--- src/cwg_pkg.sv ---
/*
 Constants for the channel waveform generator: register offsets, field
 positions, reset values and widths. Assumes a plain byte-wide register port.
*/
package cwg_pkg;
   localparam int NUM_CH = 6;
   localparam int ADDR_W = 8;
   localparam int DATA_W = 8;
   // Register offsets
   localparam logic [7:0] OFF_CNT_LO = 8'h00;
   localparam logic [7:0] OFF_CNT_HI = 8'h01;
   localparam logic [7:0] OFF_CNT_MODE = 8'h02;
   localparam logic [7:0] OFF_PULSE_CFG = 8'h03;
   localparam logic [7:0] OFF_INVERT = 8'h04;
   localparam logic [7:0] OFF_CENTER = 8'h05;
   localparam logic [7:0] OFF_EVT_FLAGS = 8'h06;
   localparam logic [7:0] OFF_CH_BASE = 8'h10;
   localparam logic [7:0] OFF_CH_STRIDE = 8'h04;
   localparam logic [1:0] CH_MODE = 2'h0;
   localparam logic [1:0] CH_LOW = 2'h1;
   localparam logic [1:0] CH_HIGH = 2'h2;
   // Channel mode register fields
   localparam int MODE_WIDE_BIT = 7;
   localparam int MODE_ENABLE_BIT = 6;
   localparam int MODE_MATCH_BIT = 3;
   localparam int MODE_TOGGLE_BIT = 2;
   localparam int MODE_PULSE_BIT = 1;
   // Counter mode register: run bit and clock select field
   localparam int CNT_RUN_BIT = 0;
   localparam int CNT_SEL_LSB = 1;
   localparam int CNT_SEL_W = 3;
   // Pulse group config: cycle length field
   localparam int CYC_LSB = 0;
   localparam int CYC_W = 2;
   localparam logic [1:0] CYC_8BIT = 2'h0;
   // Reset values, unmapped read value and prescaler width
   localparam logic [7:0] RST_BYTE = 8'h00;
   localparam logic [15:0] RST_CNT = 16'h0000;
   localparam logic [7:0] RD_UNMAPPED = 8'h00;
   localparam int PRESC_W = 6;
endpackage

--- src/cwg_chan.sv ---
/*
 One waveform channel: frequency output, edge and center aligned PWM.
 Assumes a shared counter with a one-cycle advance pulse and a single clock.
*/
module cwg_chan (
   input wire logic i_clk,
   input wire logic i_reset,
   input wire logic i_tick,
   input wire logic [16:0] i_cnt,
   input wire logic [7:0] i_mode,
   input wire logic [1:0] i_cyc,
   input wire logic i_center,
   input wire logic i_invert,
   input wire logic i_wr_low,
   input wire logic i_wr_high,
   input wire logic [7:0] i_wdata,
   output logic [15:0] o_cmp,
   output logic o_enable,
   output logic o_event,
   output logic o_pin
);
   logic [7:0] cmp_low_r;
   logic [7:0] cmp_high_r;
   logic enable_r;
   logic raw_r;
   logic pin_r;
   logic wide, pulse, toggle, freq_mode, pwm_mode;
   logic [4:0] res;
   logic [15:0] nmask, cmp_m, cnt_m, cnt_m1;
   logic sel_bit, ovf_edge, match_edge, up_edge, dn_edge;
   logic [15:0] cmp_full;

   assign cmp_full = {cmp_high_r, cmp_low_r};
   assign wide = i_mode[cwg_pkg::MODE_WIDE_BIT];
   assign pulse = i_mode[cwg_pkg::MODE_PULSE_BIT];
   assign toggle = i_mode[cwg_pkg::MODE_TOGGLE_BIT];
   assign freq_mode = enable_r & toggle & pulse;
   assign pwm_mode = pulse & ~toggle;
   // Resolution: wide channels 16 bits, else group 8..11 bits
   assign res = wide ? 5'd16 : (5'd8 + {3'd0, i_cyc});
   assign nmask = wide ? 16'hFFFF : 16'((17'h1 << res) - 17'h1);
   assign cmp_m = cmp_full & nmask;
   assign cnt_m = i_cnt[15:0] & nmask;
   assign cnt_m1 = 16'(i_cnt[15:0] - 16'h1) & nmask;
   assign sel_bit = i_cnt[res];
   assign match_edge = enable_r & (cmp_m == cnt_m);
   assign ovf_edge = (cnt_m == 16'h0000);
   assign dn_edge = enable_r & sel_bit
                    & ((~cmp_full & nmask) == cnt_m);
   // All-ones compare would match at the wrap to zero; gated for 0% duty
   assign up_edge = enable_r & ~sel_bit & (cmp_m == cnt_m1)
                    & (cmp_m != nmask);

   always_ff @(posedge i_clk or posedge i_reset) begin
      if (i_reset) begin
         enable_r <= 1'b0;
      end else if (i_wr_high) begin
         enable_r <= 1'b1;
      end else if (i_wr_low) begin
         enable_r <= 1'b0;
      end else begin
         enable_r <= i_mode[cwg_pkg::MODE_ENABLE_BIT];
      end
   end

   always_ff @(posedge i_clk or posedge i_reset) begin
      if (i_reset) begin
         cmp_high_r <= cwg_pkg::RST_BYTE;
      end else if (i_wr_high) begin
         cmp_high_r <= i_wdata;
      end
   end

   // Software write wins over a same-cycle hardware update
   always_ff @(posedge i_clk or posedge i_reset) begin
      if (i_reset) begin
         cmp_low_r <= cwg_pkg::RST_BYTE;
      end else if (i_wr_low) begin
         cmp_low_r <= i_wdata;
      end else if (i_tick && freq_mode && cmp_low_r == i_cnt[7:0]) begin
         cmp_low_r <= 8'(cmp_low_r + cmp_high_r);
      end else if (i_tick && pwm_mode && !wide && i_cyc == cwg_pkg::CYC_8BIT
                   && (i_center ? up_edge : ovf_edge)) begin
         cmp_low_r <= cmp_high_r;
      end
   end

   // Output state before inversion, updated only on counter advance
   always_ff @(posedge i_clk or posedge i_reset) begin
      if (i_reset) begin
         raw_r <= 1'b0;
      end else if (i_tick) begin
         if (freq_mode) begin
            if (cmp_low_r == i_cnt[7:0]) begin
               raw_r <= ~raw_r;
            end
         end else if (pwm_mode && !enable_r) begin
            raw_r <= 1'b0;
         end else if (pwm_mode && !i_center) begin
            if (match_edge) begin
               raw_r <= 1'b1;
            end else if (ovf_edge) begin
               raw_r <= 1'b0;
            end
         end else if (pwm_mode) begin
            // Both-ones compare never hits an up edge: 0% duty
            if (cmp_m == 16'h0000) begin
               raw_r <= 1'b1;
            end else if (up_edge) begin
               raw_r <= 1'b1;
            end else if (dn_edge) begin
               raw_r <= 1'b0;
            end
         end
      end
   end

   always_ff @(posedge i_clk or posedge i_reset) begin
      if (i_reset) begin
         pin_r <= 1'b0;
      end else begin
         pin_r <= raw_r ^ i_invert;
      end
   end

   always_ff @(posedge i_clk or posedge i_reset) begin
      if (i_reset) begin
         o_event <= 1'b0;
      end else begin
         o_event <= i_tick & freq_mode & i_mode[cwg_pkg::MODE_MATCH_BIT]
                    & (i_cnt[15:0] == cmp_full);
      end
   end

   assign o_pin = pin_r;
   assign o_cmp = cmp_full;
   assign o_enable = enable_r;

   edge_polarity_a: assert property (@(posedge i_clk) disable iff (i_reset)
      ##1 (pin_r == ($past(raw_r) ^ $past(i_invert))))
      else $error("pin does not follow inverted raw state");
   hold_no_tick_a: assert property (@(posedge i_clk) disable iff (i_reset)
      !i_tick |=> $stable(raw_r))
      else $error("output moved without counter advance");
   freq_toggle_a: assert property (@(posedge i_clk) disable iff (i_reset)
      (i_tick && freq_mode && cmp_low_r == i_cnt[7:0] && !i_wr_low)
      |=> raw_r != $past(raw_r) && cmp_low_r == 8'($past(cmp_low_r)
      + $past(cmp_high_r)))
      else $error("frequency match did not toggle and advance");
   edge_match_a: assert property (@(posedge i_clk) disable iff (i_reset)
      (i_tick && pwm_mode && !i_center && match_edge) |=> raw_r)
      else $error("match edge did not set output");
   edge_ovf_a: assert property (@(posedge i_clk) disable iff (i_reset)
      (i_tick && pwm_mode && !i_center && !match_edge && ovf_edge)
      |=> !raw_r)
      else $error("overflow edge did not clear output");
   zero_duty_a: assert property (@(posedge i_clk) disable iff (i_reset)
      (i_tick && pwm_mode && !enable_r) |=> !raw_r)
      else $error("disabled pwm channel drove high");
   center_down_a: assert property (@(posedge i_clk) disable iff (i_reset)
      (i_tick && pwm_mode && i_center && dn_edge && cmp_m != 16'h0000
      && !up_edge) |=> !raw_r)
      else $error("down edge did not clear output");
   low_write_a: assert property (@(posedge i_clk) disable iff (i_reset)
      (i_wr_low && !i_wr_high) |=> !enable_r ##1 1'b1)
      else $error("low byte write left compare enabled");
   reload_8bit_a: assert property (@(posedge i_clk) disable iff (i_reset)
      (i_tick && pwm_mode && !wide && i_cyc == cwg_pkg::CYC_8BIT
      && !i_center && ovf_edge && !i_wr_low)
      |=> cmp_low_r == $past(cmp_high_r))
      else $error("8-bit reload missed on overflow");
   event_flag_a: assert property (@(posedge i_clk) disable iff (i_reset)
      o_event |-> $past(i_cnt[15:0]) == $past(cmp_full))
      else $error("event without full compare match");
   freq_c: cover property (@(posedge i_clk) freq_mode && raw_r ##1 !raw_r);
   edge_c: cover property (@(posedge i_clk) pwm_mode && !i_center
      && match_edge && i_tick);
   center_c: cover property (@(posedge i_clk) pwm_mode && i_center
      && up_edge && i_tick);
endmodule

--- src/cwg_top.sv ---
/*
 Channel waveform generator top: shared counter, registers, six channels.
 Assumes a synchronous byte register port with read data one cycle later.
*/
// The implementer's own choices: the placing of the registers and the strobed register port.
module cwg_top (
   input wire logic i_clk,
   input wire logic i_reset,
   input wire logic [cwg_pkg::ADDR_W-1:0] i_addr,
   input wire logic [cwg_pkg::DATA_W-1:0] i_wdata,
   input wire logic i_wr,
   input wire logic i_rd,
   input wire logic i_ext_clk,
   output logic [cwg_pkg::DATA_W-1:0] o_rdata,
   output logic [cwg_pkg::NUM_CH-1:0] o_chan_out_pin,
   output logic [cwg_pkg::NUM_CH-1:0] o_chan_event_flag
);
   localparam int N = cwg_pkg::NUM_CH;

   logic [16:0] shared_counter_r;
   logic [7:0] counter_mode_reg_r;
   logic [7:0] pulse_group_config_r;
   logic [N-1:0] output_invert_select_r;
   logic [N-1:0] center_align_select_r;
   logic [7:0] chan_mode_reg_r [N];
   logic [N-1:0] event_flag_r;
   logic [cwg_pkg::PRESC_W-1:0] presc_r;
   logic ext_d_r;
   logic tick_r;
   logic tick_nxt;
   logic [7:0] rdata_nxt;
   logic [15:0] ch_cmp [N];
   logic [N-1:0] ch_enable, ch_event, ch_pin;
   logic [N-1:0] wr_low, wr_high, wr_mode;
   logic [2:0] clk_sel;
   logic [1:0] cyc;
   logic ch_sel;
   logic [7:0] ch_off;
   logic [2:0] ch_idx;
   logic [1:0] ch_reg;

   assign clk_sel = counter_mode_reg_r[cwg_pkg::CNT_SEL_LSB +:
                                       cwg_pkg::CNT_SEL_W];
   assign cyc = pulse_group_config_r[cwg_pkg::CYC_LSB +: cwg_pkg::CYC_W];
   assign ch_off = i_addr - cwg_pkg::OFF_CH_BASE;
   assign ch_idx = ch_off[4:2];
   assign ch_reg = ch_off[1:0];
   assign ch_sel = (i_addr >= cwg_pkg::OFF_CH_BASE)
                   && (ch_off < 8'(N * 4)) && (ch_reg != 2'h3);

   // Counter clock select: system clock, divided by 4/12/48, or ext edge
   always_comb begin
      unique case (clk_sel)
         3'h0: tick_nxt = 1'b1;
         3'h1: tick_nxt = (presc_r[1:0] == 2'h3);
         3'h2: tick_nxt = (presc_r == 6'h0B) || (presc_r == 6'h17)
                          || (presc_r == 6'h23) || (presc_r == 6'h2F);
         3'h3: tick_nxt = (presc_r == 6'h2F);
         3'h4: tick_nxt = i_ext_clk & ~ext_d_r;
         default: tick_nxt = 1'b0;
      endcase
   end

   always_ff @(posedge i_clk or posedge i_reset) begin
      if (i_reset) begin
         presc_r <= '0;
         ext_d_r <= 1'b0;
      end else begin
         presc_r <= (presc_r == 6'h2F) ? 6'h00 : presc_r + 6'h01;
         ext_d_r <= i_ext_clk;
      end
   end

   always_ff @(posedge i_clk or posedge i_reset) begin
      if (i_reset) begin
         tick_r <= 1'b0;
      end else begin
         tick_r <= tick_nxt & counter_mode_reg_r[cwg_pkg::CNT_RUN_BIT];
      end
   end

   // 17 bits: top bit selects center edges in 16-bit mode
   always_ff @(posedge i_clk or posedge i_reset) begin
      if (i_reset) begin
         shared_counter_r <= {1'b0, cwg_pkg::RST_CNT};
      end else if (i_wr && i_addr == cwg_pkg::OFF_CNT_LO) begin
         shared_counter_r[7:0] <= i_wdata;
      end else if (i_wr && i_addr == cwg_pkg::OFF_CNT_HI) begin
         shared_counter_r[15:8] <= i_wdata;
      end else if (tick_r) begin
         shared_counter_r <= shared_counter_r + 17'h1;
      end
   end

   always_ff @(posedge i_clk or posedge i_reset) begin
      if (i_reset) begin
         counter_mode_reg_r <= cwg_pkg::RST_BYTE;
         pulse_group_config_r <= cwg_pkg::RST_BYTE;
         output_invert_select_r <= '0;
         center_align_select_r <= '0;
      end else if (i_wr) begin
         if (i_addr == cwg_pkg::OFF_CNT_MODE) begin
            counter_mode_reg_r <= i_wdata;
         end
         if (i_addr == cwg_pkg::OFF_PULSE_CFG) begin
            pulse_group_config_r <= i_wdata;
         end
         if (i_addr == cwg_pkg::OFF_INVERT) begin
            output_invert_select_r <= i_wdata[N-1:0];
         end
         if (i_addr == cwg_pkg::OFF_CENTER) begin
            center_align_select_r <= i_wdata[N-1:0];
         end
      end
   end

   genvar g;
   generate
      for (g = 0; g < N; g++) begin : g_ch
         assign wr_mode[g] = i_wr && ch_sel && ch_idx == 3'(g)
                             && ch_reg == cwg_pkg::CH_MODE;
         assign wr_low[g] = i_wr && ch_sel && ch_idx == 3'(g)
                            && ch_reg == cwg_pkg::CH_LOW;
         assign wr_high[g] = i_wr && ch_sel && ch_idx == 3'(g)
                             && ch_reg == cwg_pkg::CH_HIGH;

         // Enable bit tracked in the channel so byte writes can move it
         always_ff @(posedge i_clk or posedge i_reset) begin
            if (i_reset) begin
               chan_mode_reg_r[g] <= cwg_pkg::RST_BYTE;
            end else if (wr_mode[g]) begin
               chan_mode_reg_r[g] <= i_wdata;
            end else if (wr_low[g] || wr_high[g]) begin
               chan_mode_reg_r[g][cwg_pkg::MODE_ENABLE_BIT]
                  <= wr_high[g];
            end
         end

         // Sticky: hardware set beats software clear
         always_ff @(posedge i_clk or posedge i_reset) begin
            if (i_reset) begin
               event_flag_r[g] <= 1'b0;
            end else if (ch_event[g]) begin
               event_flag_r[g] <= 1'b1;
            end else if (i_wr && i_addr == cwg_pkg::OFF_EVT_FLAGS
                         && !i_wdata[g]) begin
               event_flag_r[g] <= 1'b0;
            end
         end

         cwg_chan u_chan (
            .i_clk(i_clk),
            .i_reset(i_reset),
            .i_tick(tick_r),
            .i_cnt(shared_counter_r),
            .i_mode(chan_mode_reg_r[g]),
            .i_cyc(cyc),
            .i_center(center_align_select_r[g]),
            .i_invert(output_invert_select_r[g]),
            .i_wr_low(wr_low[g]),
            .i_wr_high(wr_high[g]),
            .i_wdata(i_wdata),
            .o_cmp(ch_cmp[g]),
            .o_enable(ch_enable[g]),
            .o_event(ch_event[g]),
            .o_pin(ch_pin[g])
         );
      end
   endgenerate

   always_comb begin
      rdata_nxt = cwg_pkg::RD_UNMAPPED;
      if (ch_sel) begin
         unique case (ch_reg)
            cwg_pkg::CH_MODE: rdata_nxt = chan_mode_reg_r[ch_idx];
            cwg_pkg::CH_LOW: rdata_nxt = ch_cmp[ch_idx][7:0];
            cwg_pkg::CH_HIGH: rdata_nxt = ch_cmp[ch_idx][15:8];
            default: rdata_nxt = cwg_pkg::RD_UNMAPPED;
         endcase
      end else begin
         unique case (i_addr)
            cwg_pkg::OFF_CNT_LO: rdata_nxt = shared_counter_r[7:0];
            cwg_pkg::OFF_CNT_HI: rdata_nxt = shared_counter_r[15:8];
            cwg_pkg::OFF_CNT_MODE: rdata_nxt = counter_mode_reg_r;
            cwg_pkg::OFF_PULSE_CFG: rdata_nxt = pulse_group_config_r;
            cwg_pkg::OFF_INVERT: rdata_nxt = {2'h0, output_invert_select_r};
            cwg_pkg::OFF_CENTER: rdata_nxt = {2'h0, center_align_select_r};
            cwg_pkg::OFF_EVT_FLAGS: rdata_nxt = {2'h0, event_flag_r};
            default: rdata_nxt = cwg_pkg::RD_UNMAPPED;
         endcase
      end
   end

   // Read data valid only in the cycle after the strobe
   always_ff @(posedge i_clk or posedge i_reset) begin
      if (i_reset) begin
         o_rdata <= cwg_pkg::RD_UNMAPPED;
      end else begin
         o_rdata <= i_rd ? rdata_nxt : cwg_pkg::RD_UNMAPPED;
      end
   end

   always_ff @(posedge i_clk or posedge i_reset) begin
      if (i_reset) begin
         o_chan_out_pin <= '0;
         o_chan_event_flag <= '0;
      end else begin
         o_chan_out_pin <= ch_pin;
         o_chan_event_flag <= event_flag_r;
      end
   end

   counter_step_a: assert property (@(posedge i_clk) disable iff (i_reset)
      (tick_r && !i_wr) |=> shared_counter_r
      == 17'($past(shared_counter_r) + 17'h1))
      else $error("counter did not advance on tick");
   flag_set_wins_a: assert property (@(posedge i_clk) disable iff (i_reset)
      ch_event[0] |=> event_flag_r[0])
      else $error("event flag lost on set");
   high_write_a: assert property (@(posedge i_clk) disable iff (i_reset)
      wr_high[0] |=> ch_enable[0])
      else $error("high byte write did not enable compare");
   rd_c: cover property (@(posedge i_clk) i_rd ##1 o_rdata != 8'h00);
endmodule

--- config.mk ---
export PLATFORM = sky130hd
export DESIGN_NAME = cwg_top
export DESIGN_NICKNAME = d
export VERILOG_FILES = /design/src/cwg_pkg.sv /design/src/cwg_chan.sv /design/src/cwg_top.sv
export SDC_FILE = /design/constraint.sdc
export NUM_CORES = 1
export LEC_CHECK = 0
export BUFFER_PORTS_ARGS = -buffer_cell sky130_fd_sc_hd__buf_4
export CAP_MARGIN = 20
export CORE_UTILIZATION = 55
export DETAILED_ROUTE_END_ITERATION = 12
export HOLD_SLACK_MARGIN = 0.06
export PLACE_DENSITY = 0.71
export RECOVER_POWER = 50
export SYNTH_ARGS = -nofsm -noshare
export SYNTH_HDL_FRONTEND = slang
export SYNTH_SLANG_ARGS = --single-unit
--- constraint.sdc ---
create_clock -name i_clk -period 9.2 [get_ports i_clk]
set_input_delay 0.46 -clock i_clk [delete_from_list [all_inputs] [get_ports i_clk]]
set_output_delay 0.46 -clock i_clk [all_outputs]
set_load 0.005 [all_outputs]
==> results.txt, run 1 <==
----------------------------------------------------
[Cells and area]
  Share of cells above drive strength 1 ... 0.163
  Post-route cell area ... 0.0212 sq mm
  Number of inserted filler cells in the final layout ... 3041
  Number of nets at the end of the flow ... 2207
  Area delta synth->final ... 7.87%

[Clock tree]
  # H-tree levels ... 1
  Worst-skew pair later-pin latency ... 0.60 ns
  Cell at the root of the clock tree ... sky130_fd_sc_hd__clkbuf_16
  Hold-fix buffers, CTS ... 2
  Clock buffer count from CTS ... 28
  CTS sink count ... 247
  CTS Buffer Depth ... 3
  Worst-path clk slew ... 0.06 ns
  CTS tree ... yes
  PostCTS Resize Cnt ... 0
  Post-CTS setup repair buffer count ... 0

[Timing]
  Pins over their slew limit ... 176
  Slew margin rel. ... -2.35
  Setup repair after global routing missed its margin ... no
  Worst-case hold slack ... 0.146 ns
  Tightest Pin Transition ... 5.00 ns
  Hold Violations, Final ... 0
  Final Cycle Share ... 0.557
  Post-Route Skew ... 0.0344 ns
  Tmin final ... 5.12 ns
  Highest Clock Rate ... 195 MHz
  Summed negative setup slack over all endpoints ... 0 ns
  # setup viols final ... 0

[Yosys]
  Top cells by area, synth ... sky130_fd_sc_hd__dfrtp_1 32%, sky130_fd_sc_hd__mux2_2 9.1%, sky130_fd_sc_hd__xnor2_1 5.0%
  Cell with the most instances after synthesis ... sky130_fd_sc_hd__dfrtp_1
  Post-Synthesis Net Count ... 2263
  Sequential element share of the synthesized area ... 0.315
  Seq cells post-synth ... 247
  Mapped Cells ... 2188
  Number of distinct library cells after synthesis ... 87
  Number of synthesized flops with an enable pin ... 0
  Post-Syn Area ... 0.0196 sq mm
  Synthesis warning total ... 0
  Largest area contributor in the synthesized netlist ... sky130_fd_sc_hd__dfrtp_1
  Mean Syn Cell Area ... 8.96 sq um
  Area fraction of the dominant cell type after synthesis ... 0.315
  Async set or reset register ratio after synthesis ... 1.00
  Ys flop type ... sky130_fd_sc_hd__dfrtp_1
  Post-synth top cells ... 247 x sky130_fd_sc_hd__dfrtp_1, 168 x sky130_fd_sc_hd__nor2_1, 159 x sky130_fd_sc_hd__mux2_2, 153 x sky130_fd_sc_hd__nand2_1, 133 x sky130_fd_sc_hd__clkbuf_1

[Critical path]
  Register-to-register setup slack ... 4.31 ns
  Required time at the worst-slack endpoint ... 9.66 ns
  Crit. End Element ... flop
  Maximum net fanout on the critical path ... 59
  Startpoint Class ... input pin
  Worst endpoint data arrival time ... 5.58 ns
  Setup CP Type ... in2reg

[Power]
  LEAKAGE ... 8.60 nW
  Worst ir drop on vdd ... 0.000151 V
  Pwr per Cell Area ... 161 mW/mm^2

[Detailed routing]
  Total via count after detailed routing ... 19000
  Detailed-route wire length ... 80.8 mm
  Initial drt markers ... 2667
  DRC Markers ... 0
  DR WL/cell ... 30.9 um
  Detailed-router iteration count before antenna repair ... 6
  Mean number of vias per cell ... 7.29
  Number of nets still failing antenna checks after routing ... 0

[Floorplanning]
  Area of the die ... 0.0364 sq mm
  Vertical extent of the die ... 191 um
  Die extent in x ... 191 um
  Row cnt ... 68
  Effective utilization at floorplan ... 0.563
  Count of pins on the block boundary ... 41
  CORE AREA ... 0.0348 sq mm

[GRT]
  Global-route wire length before repair ... 119 mm
  Antenna violations before repair ... 2
  GR Util All Layers ... 0.446
  Number of global-route vias before repair ... 18200
  Maximum number of pins on one net before global-route repair ... 116
  Overflow after GRT ... 0

[Flow run]
  MaxCap Viol Count ... 2

[Placement]
  Gp weighted congestion ... 1.06
  Detailed placer's ending HPWL ... 56.0 mm
  Number of buffer cells added on primary ports ... 40
  Post-placement cell area ... 0.0201 sq mm

[Run status]
  Violations in the final reports ... capacitance limit, slew limit
  Status ... finished, violations left

[Worst hold path]
  Hold Crit Class ... in2reg

----------------------------------------------------
-- cells by family (layout without fill, tap and decap cells) --
logic type               Yosys count  after routing  share of synthesized area
AO/OA/AOI/OAI                    525            525                      0.181
XOR/XNOR                         195            195                     0.0871
adder cells (fa/ha/maj)           57             57                     0.0383
buffers and inverters            233            197                     0.0457
flip-flops                       247            247                      0.315
multiplexers                     225            225                      0.146
other                              0              4                          0
AND/OR/NAND/NOR                  706            706                      0.186
-- stage by stage --
step	power, mW	std cells	util	setup slack, ns
2_1_floorplan	1.83	2188	-	1.95
3_3_place_gp	2.11	2554	0.579	4.64
3_5_place_dp	2.13	2554	0.579	4.48
4_1_cts	3.38	2606	0.609	4.50
5_1_grt	3.52	2607	0.608	3.53
6_report	3.41	2611	0.608	4.08
-- layout make-up --
| class | count | area (sq um) | area share |
|---|---|---|---|
| multi-input cells | 1708 | 12500 | 0.593 |
| well taps | 455 | 569 | 0.0269 |
| flip-flops and latches | 247 | 6180 | 0.292 |
| inverters | 65 | 245 | 0.0116 |
| diodes | 4 | 10.0 | 0.000473 |
| repair buffers | 82 | 569 | 0.0269 |
| clock inverters | 17 | 279 | 0.0132 |
| clock buffers | 33 | 749 | 0.0354 |
-- final timing paths --
path                                      start                           end  cells after the start
hold / removal                             i_rd                    o_rdata[7]                      2
hold reg to reg            g_ch[1].u_chan.o_pin             o_chan_out_pin[1]                      0
setup reg to reg            shared_counter_r[1]   g_ch[0].u_chan.cmp_low_r[2]                     10
min in group asynchronous               i_reset   g_ch[0].u_chan.cmp_low_r[0]                      3
max in group asynchronous               i_reset  g_ch[5].u_chan.cmp_high_r[6]                      4
setup / recovery                      i_addr[2]   g_ch[1].u_chan.cmp_low_r[6]                      7
-- critical path, stage by stage --
cell and delay [ns]:
sky130_fd_sc_hd__clkbuf_1 2.65, sky130_fd_sc_hd__nand2b_1 0.31, sky130_fd_sc_hd__nor4b_1 0.43, sky130_fd_sc_hd__clkbuf_1 0.40
sky130_fd_sc_hd__nand2_1 0.49, sky130_fd_sc_hd__o211ai_2 0.40, sky130_fd_sc_hd__mux2_2 0.40
-- sequential cells by signal (all words and copies together), names as in the netlist, 8 cells and up --
register                flops
g_ch.u_chan.cmp_low_r      48
pulse_group_config_r        8
counter_mode_reg_r          8
o_rdata                     8
g_ch.u_chan.cmp_high_r     48
chan_mode_reg_r            48
shared_counter_r           17
-- cell usage in the layout, fill, tap and decap left out, drive strengths merged, types with 25 or more instances in the layout --
| master | synthesis | routed |
|---|---|---|
| dfrtp | 247 | 247 |
| nor2 | 168 | 168 |
| mux2 | 160 | 160 |
| nand2 | 153 | 153 |
| o21ai | 118 | 118 |
| xnor2 | 111 | 111 |
| a21oi | 108 | 108 |
| xor2 | 84 | 84 |
| inv | 65 | 65 |
| clkbuf | 134 | 60 |
| nor3 | 59 | 59 |
| nand4 | 55 | 55 |
| nand3 | 54 | 54 |
| buf | 34 | 53 |
| ha | 48 | 48 |
| nor4 | 47 | 47 |
| mux4 | 33 | 33 |
| nor2b | 33 | 33 |
| mux2i | 32 | 32 |
| a211oi | 26 | 26 |
| o22ai | 25 | 25 |
-- where the power goes --
part	switching (mW)	internal (mW)
registers	0.144	1.14
logic	0.561	0.316
clock network	0.498	0.754
-- per-layer routing --
| metal | vias up | share of wire | track usage |
|---|---|---|---|
| met4 | 0 | 0.074 | 0.286 |
| li1 | 8018 | - | - |
| met1 | 9264 | 0.38 | 0.591 |
| met5 | - | 0 | 0.00275 |
| met3 | 335 | 0.13 | 0.120 |
| met2 | 1410 | 0.42 | 0.640 |
Note: power is estimated with default switching activity, not from simulation.
==> run 2, diff against run 1 <==
Clock period 9.2 ns to 5.2 ns, I/O delays scaled along.
==> run 2 against run 1 <==
Net effect:
- the flow still finishes with violations (capacitance limit, slew limit)
- power grew 72%
- non-clock buffer count increased by 13
- worst setup slack worse by 3.4 ns
- clock power grew 61%
- die area unchanged
- critical path type is now reg2reg
==> results.txt, run 2 (synthesis gave the netlist of run 1 again) <==
----------------------------------------------------
[Detailed routing]
  Detailed-route wire length ... 81.6 mm
  Total via count after detailed routing ... 19100
  Mean number of vias per cell ... 7.29
  Initial drt markers ... 2605
  DR WL/cell ... 31.1 um
  Number of nets still failing antenna checks after routing ... 0
  Detailed-router iteration count before antenna repair ... 6
  DRC Markers ... 0

[Timing]
  Slew margin rel. ... -1.48
  Setup repair after global routing missed its margin ... no
  Highest Clock Rate ... 223 MHz
  Pins over their slew limit ... 77
  Tmin final ... 4.49 ns
  Worst-case hold slack ... 0.125 ns
  Final Cycle Share ... 0.864
  Summed negative setup slack over all endpoints ... 0 ns
  Tightest Pin Transition ... 3.71 ns
  Post-Route Skew ... 0.0184 ns
  # setup viols final ... 0
  Fin worst setup slack ... 0.708 ns
  Hold Violations, Final ... 0

[Placement]
  Gp weighted congestion ... 1.06
  Worst setup timing slack at the placement stage ... 0.849 ns
  Number of buffer cells added on primary ports ... 40
  Detailed placer's ending HPWL ... 57.5 mm

[Clock tree]
  CTS tree ... yes
  CTS Buffer Depth ... 3
  CTS sink count ... 247
  # H-tree levels ... 1
  Worst-path clk slew ... 0.07 ns
  Clock buffer count from CTS ... 28
  Post-CTS setup repair buffer count ... 0
  Worst-skew pair later-pin latency ... 0.60 ns
  Hold-fix buffers, CTS ... 3
  PostCTS Resize Cnt ... 0
  Cell at the root of the clock tree ... sky130_fd_sc_hd__clkbuf_16

[Worst hold path]
  Hold Crit Class ... in2reg

[GRT]
  Antenna violations before repair ... 4
  Number of global-route vias before repair ... 17800
  GR Util All Layers ... 0.446
  Overflow after GRT ... 0
  Maximum number of pins on one net before global-route repair ... 172
  Global-route wire length before repair ... 119 mm

[Floorplanning]
  Row cnt ... 68
  Die extent in x ... 191 um
  Vertical extent of the die ... 191 um
  Count of pins on the block boundary ... 41
  CORE AREA ... 0.0348 sq mm
  Effective utilization at floorplan ... 0.563
  Area of the die ... 0.0364 sq mm

[Critical path]
  Sequence of cells on the critical path ... inv_1 > ha_1 > or3b_2 > nor4_4 > xnor2_1 > o21ai_0 > o2111a_1 > a221oi_2 > mux2_2
  Required time at the worst-slack endpoint ... 5.67 ns
  Critical-path cell with the highest stage delay ... sky130_fd_sc_hd__a221oi_2
  Register-to-register setup slack ... 0.71 ns
  Setup CP Type ... reg2reg
  Crit. End Element ... flop
  Worst endpoint data arrival time ... 4.97 ns
  Maximum net fanout on the critical path ... 16
  Startpoint Class ... flop
  Delay contributed by the slowest stage of the critical path ... 0.96 ns

[Run status]
  Status ... finished, violations left
  Violations in the final reports ... capacitance limit, slew limit

[Power]
  Worst ir drop on vdd ... 0.000358 V
  LEAKAGE ... 8.66 nW
  Pwr per Cell Area ... 277 mW/mm^2

[Cells and area]
  Number of inserted filler cells in the final layout ... 3006
  Leading cell type in the layout, fill and taps excluded ... sky130_fd_sc_hd__dfrtp_1
  Commonest cells after routing, fill and taps aside ... 247 x sky130_fd_sc_hd__dfrtp_1, 168 x sky130_fd_sc_hd__nor2_1, 159 x sky130_fd_sc_hd__mux2_2, 153 x sky130_fd_sc_hd__nand2_1, 113 x sky130_fd_sc_hd__o21ai_0
  Share of cells above drive strength 1 ... 0.169
  Largest registers ... chan_mode_reg_r (48), g_ch.u_chan.cmp_high_r (48), g_ch.u_chan.cmp_low_r (48)
  Number of nets at the end of the flow ... 2220
  Area delta synth->final ... 8.10%

[Flow run]
  MaxCap Viol Count ... 1

----------------------------------------------------
==> run 2: cell count changes in the layout (fill, tap and decap cells not counted), sizes merged <==
cell	delta
buf	+14
bufinv	-6
clkinv	+3
clkbuf	+2
clkinvlp	-2
clkdlybuf4s25	+1
diode	-1
dlygate4sd3	+1
dlymetal6s2s	+1
==> run 2: layer usage <==
layer  up-vias  track usage  part of all wire
met1      9311        0.607              0.39
met4         2        0.261             0.070
met2      1426        0.632              0.41
li1       8051            -                 -
met3       352        0.123              0.13
met5         -            0           0.00016
==> run 2: metrics by stage <==
step	std cells	util	cell area, sq um	power [mW]
after CTS	2619	0.610	21200	5.79
after global routing	2621	0.609	21200	6.02
after global placement	2565	0.582	20300	3.77
final	2624	0.609	21200	5.88
after floorplan	2188	-	19600	3.24
after detailed placement	2565	0.582	20300	3.80
==> run 2: cell type report <==
class | instances | area, sq um | share of cell area
diodes | 3 | 7.51 | 0.000354
clock buffers | 39 | 832 | 0.0393
flip-flops and latches | 247 | 6180 | 0.292
well taps | 455 | 569 | 0.0269
clock inverters | 12 | 103 | 0.00484
repair buffers | 95 | 708 | 0.0334
multi-input cells | 1708 | 12600 | 0.592
inverters | 65 | 245 | 0.0116
==> run 2: power breakdown <==
group | switching, mW | internal, mW | leakage, nW
logic | 1.01 | 0.580 | 4.96
clock network | 0.891 | 1.12 | 0.452
registers | 0.255 | 2.02 | 3.25
==> run 2: worst max-delay path, delay by kind of cell, from the launching register on <==
family          cells  cell delay, ns
compound gates      3            1.32
xor+xnor            1            0.18
fa+ha+maj           1            0.54
buf+inv             1            0.08
flops               1            0.40
mux                 1            0.43
simple gates        2            1.41
==> run 2: path summary, 6_finish.rpt <==
path	startpoint	end	cells after the start
setup / recovery	shared_counter_r[1]	g_ch[5].u_chan.cmp_low_r[5]	9
hold / removal	i_wdata[6]	g_ch[0].u_chan.cmp_low_r[6]	3
setup reg to reg	shared_counter_r[1]	g_ch[5].u_chan.cmp_low_r[5]	9
hold reg to reg	g_ch[2].u_chan.o_pin	o_chan_out_pin[2]	0
max in group asynchronous	i_reset	chan_mode_reg_r[19]	4
min in group asynchronous	i_reset	g_ch[1].u_chan.raw_r	4
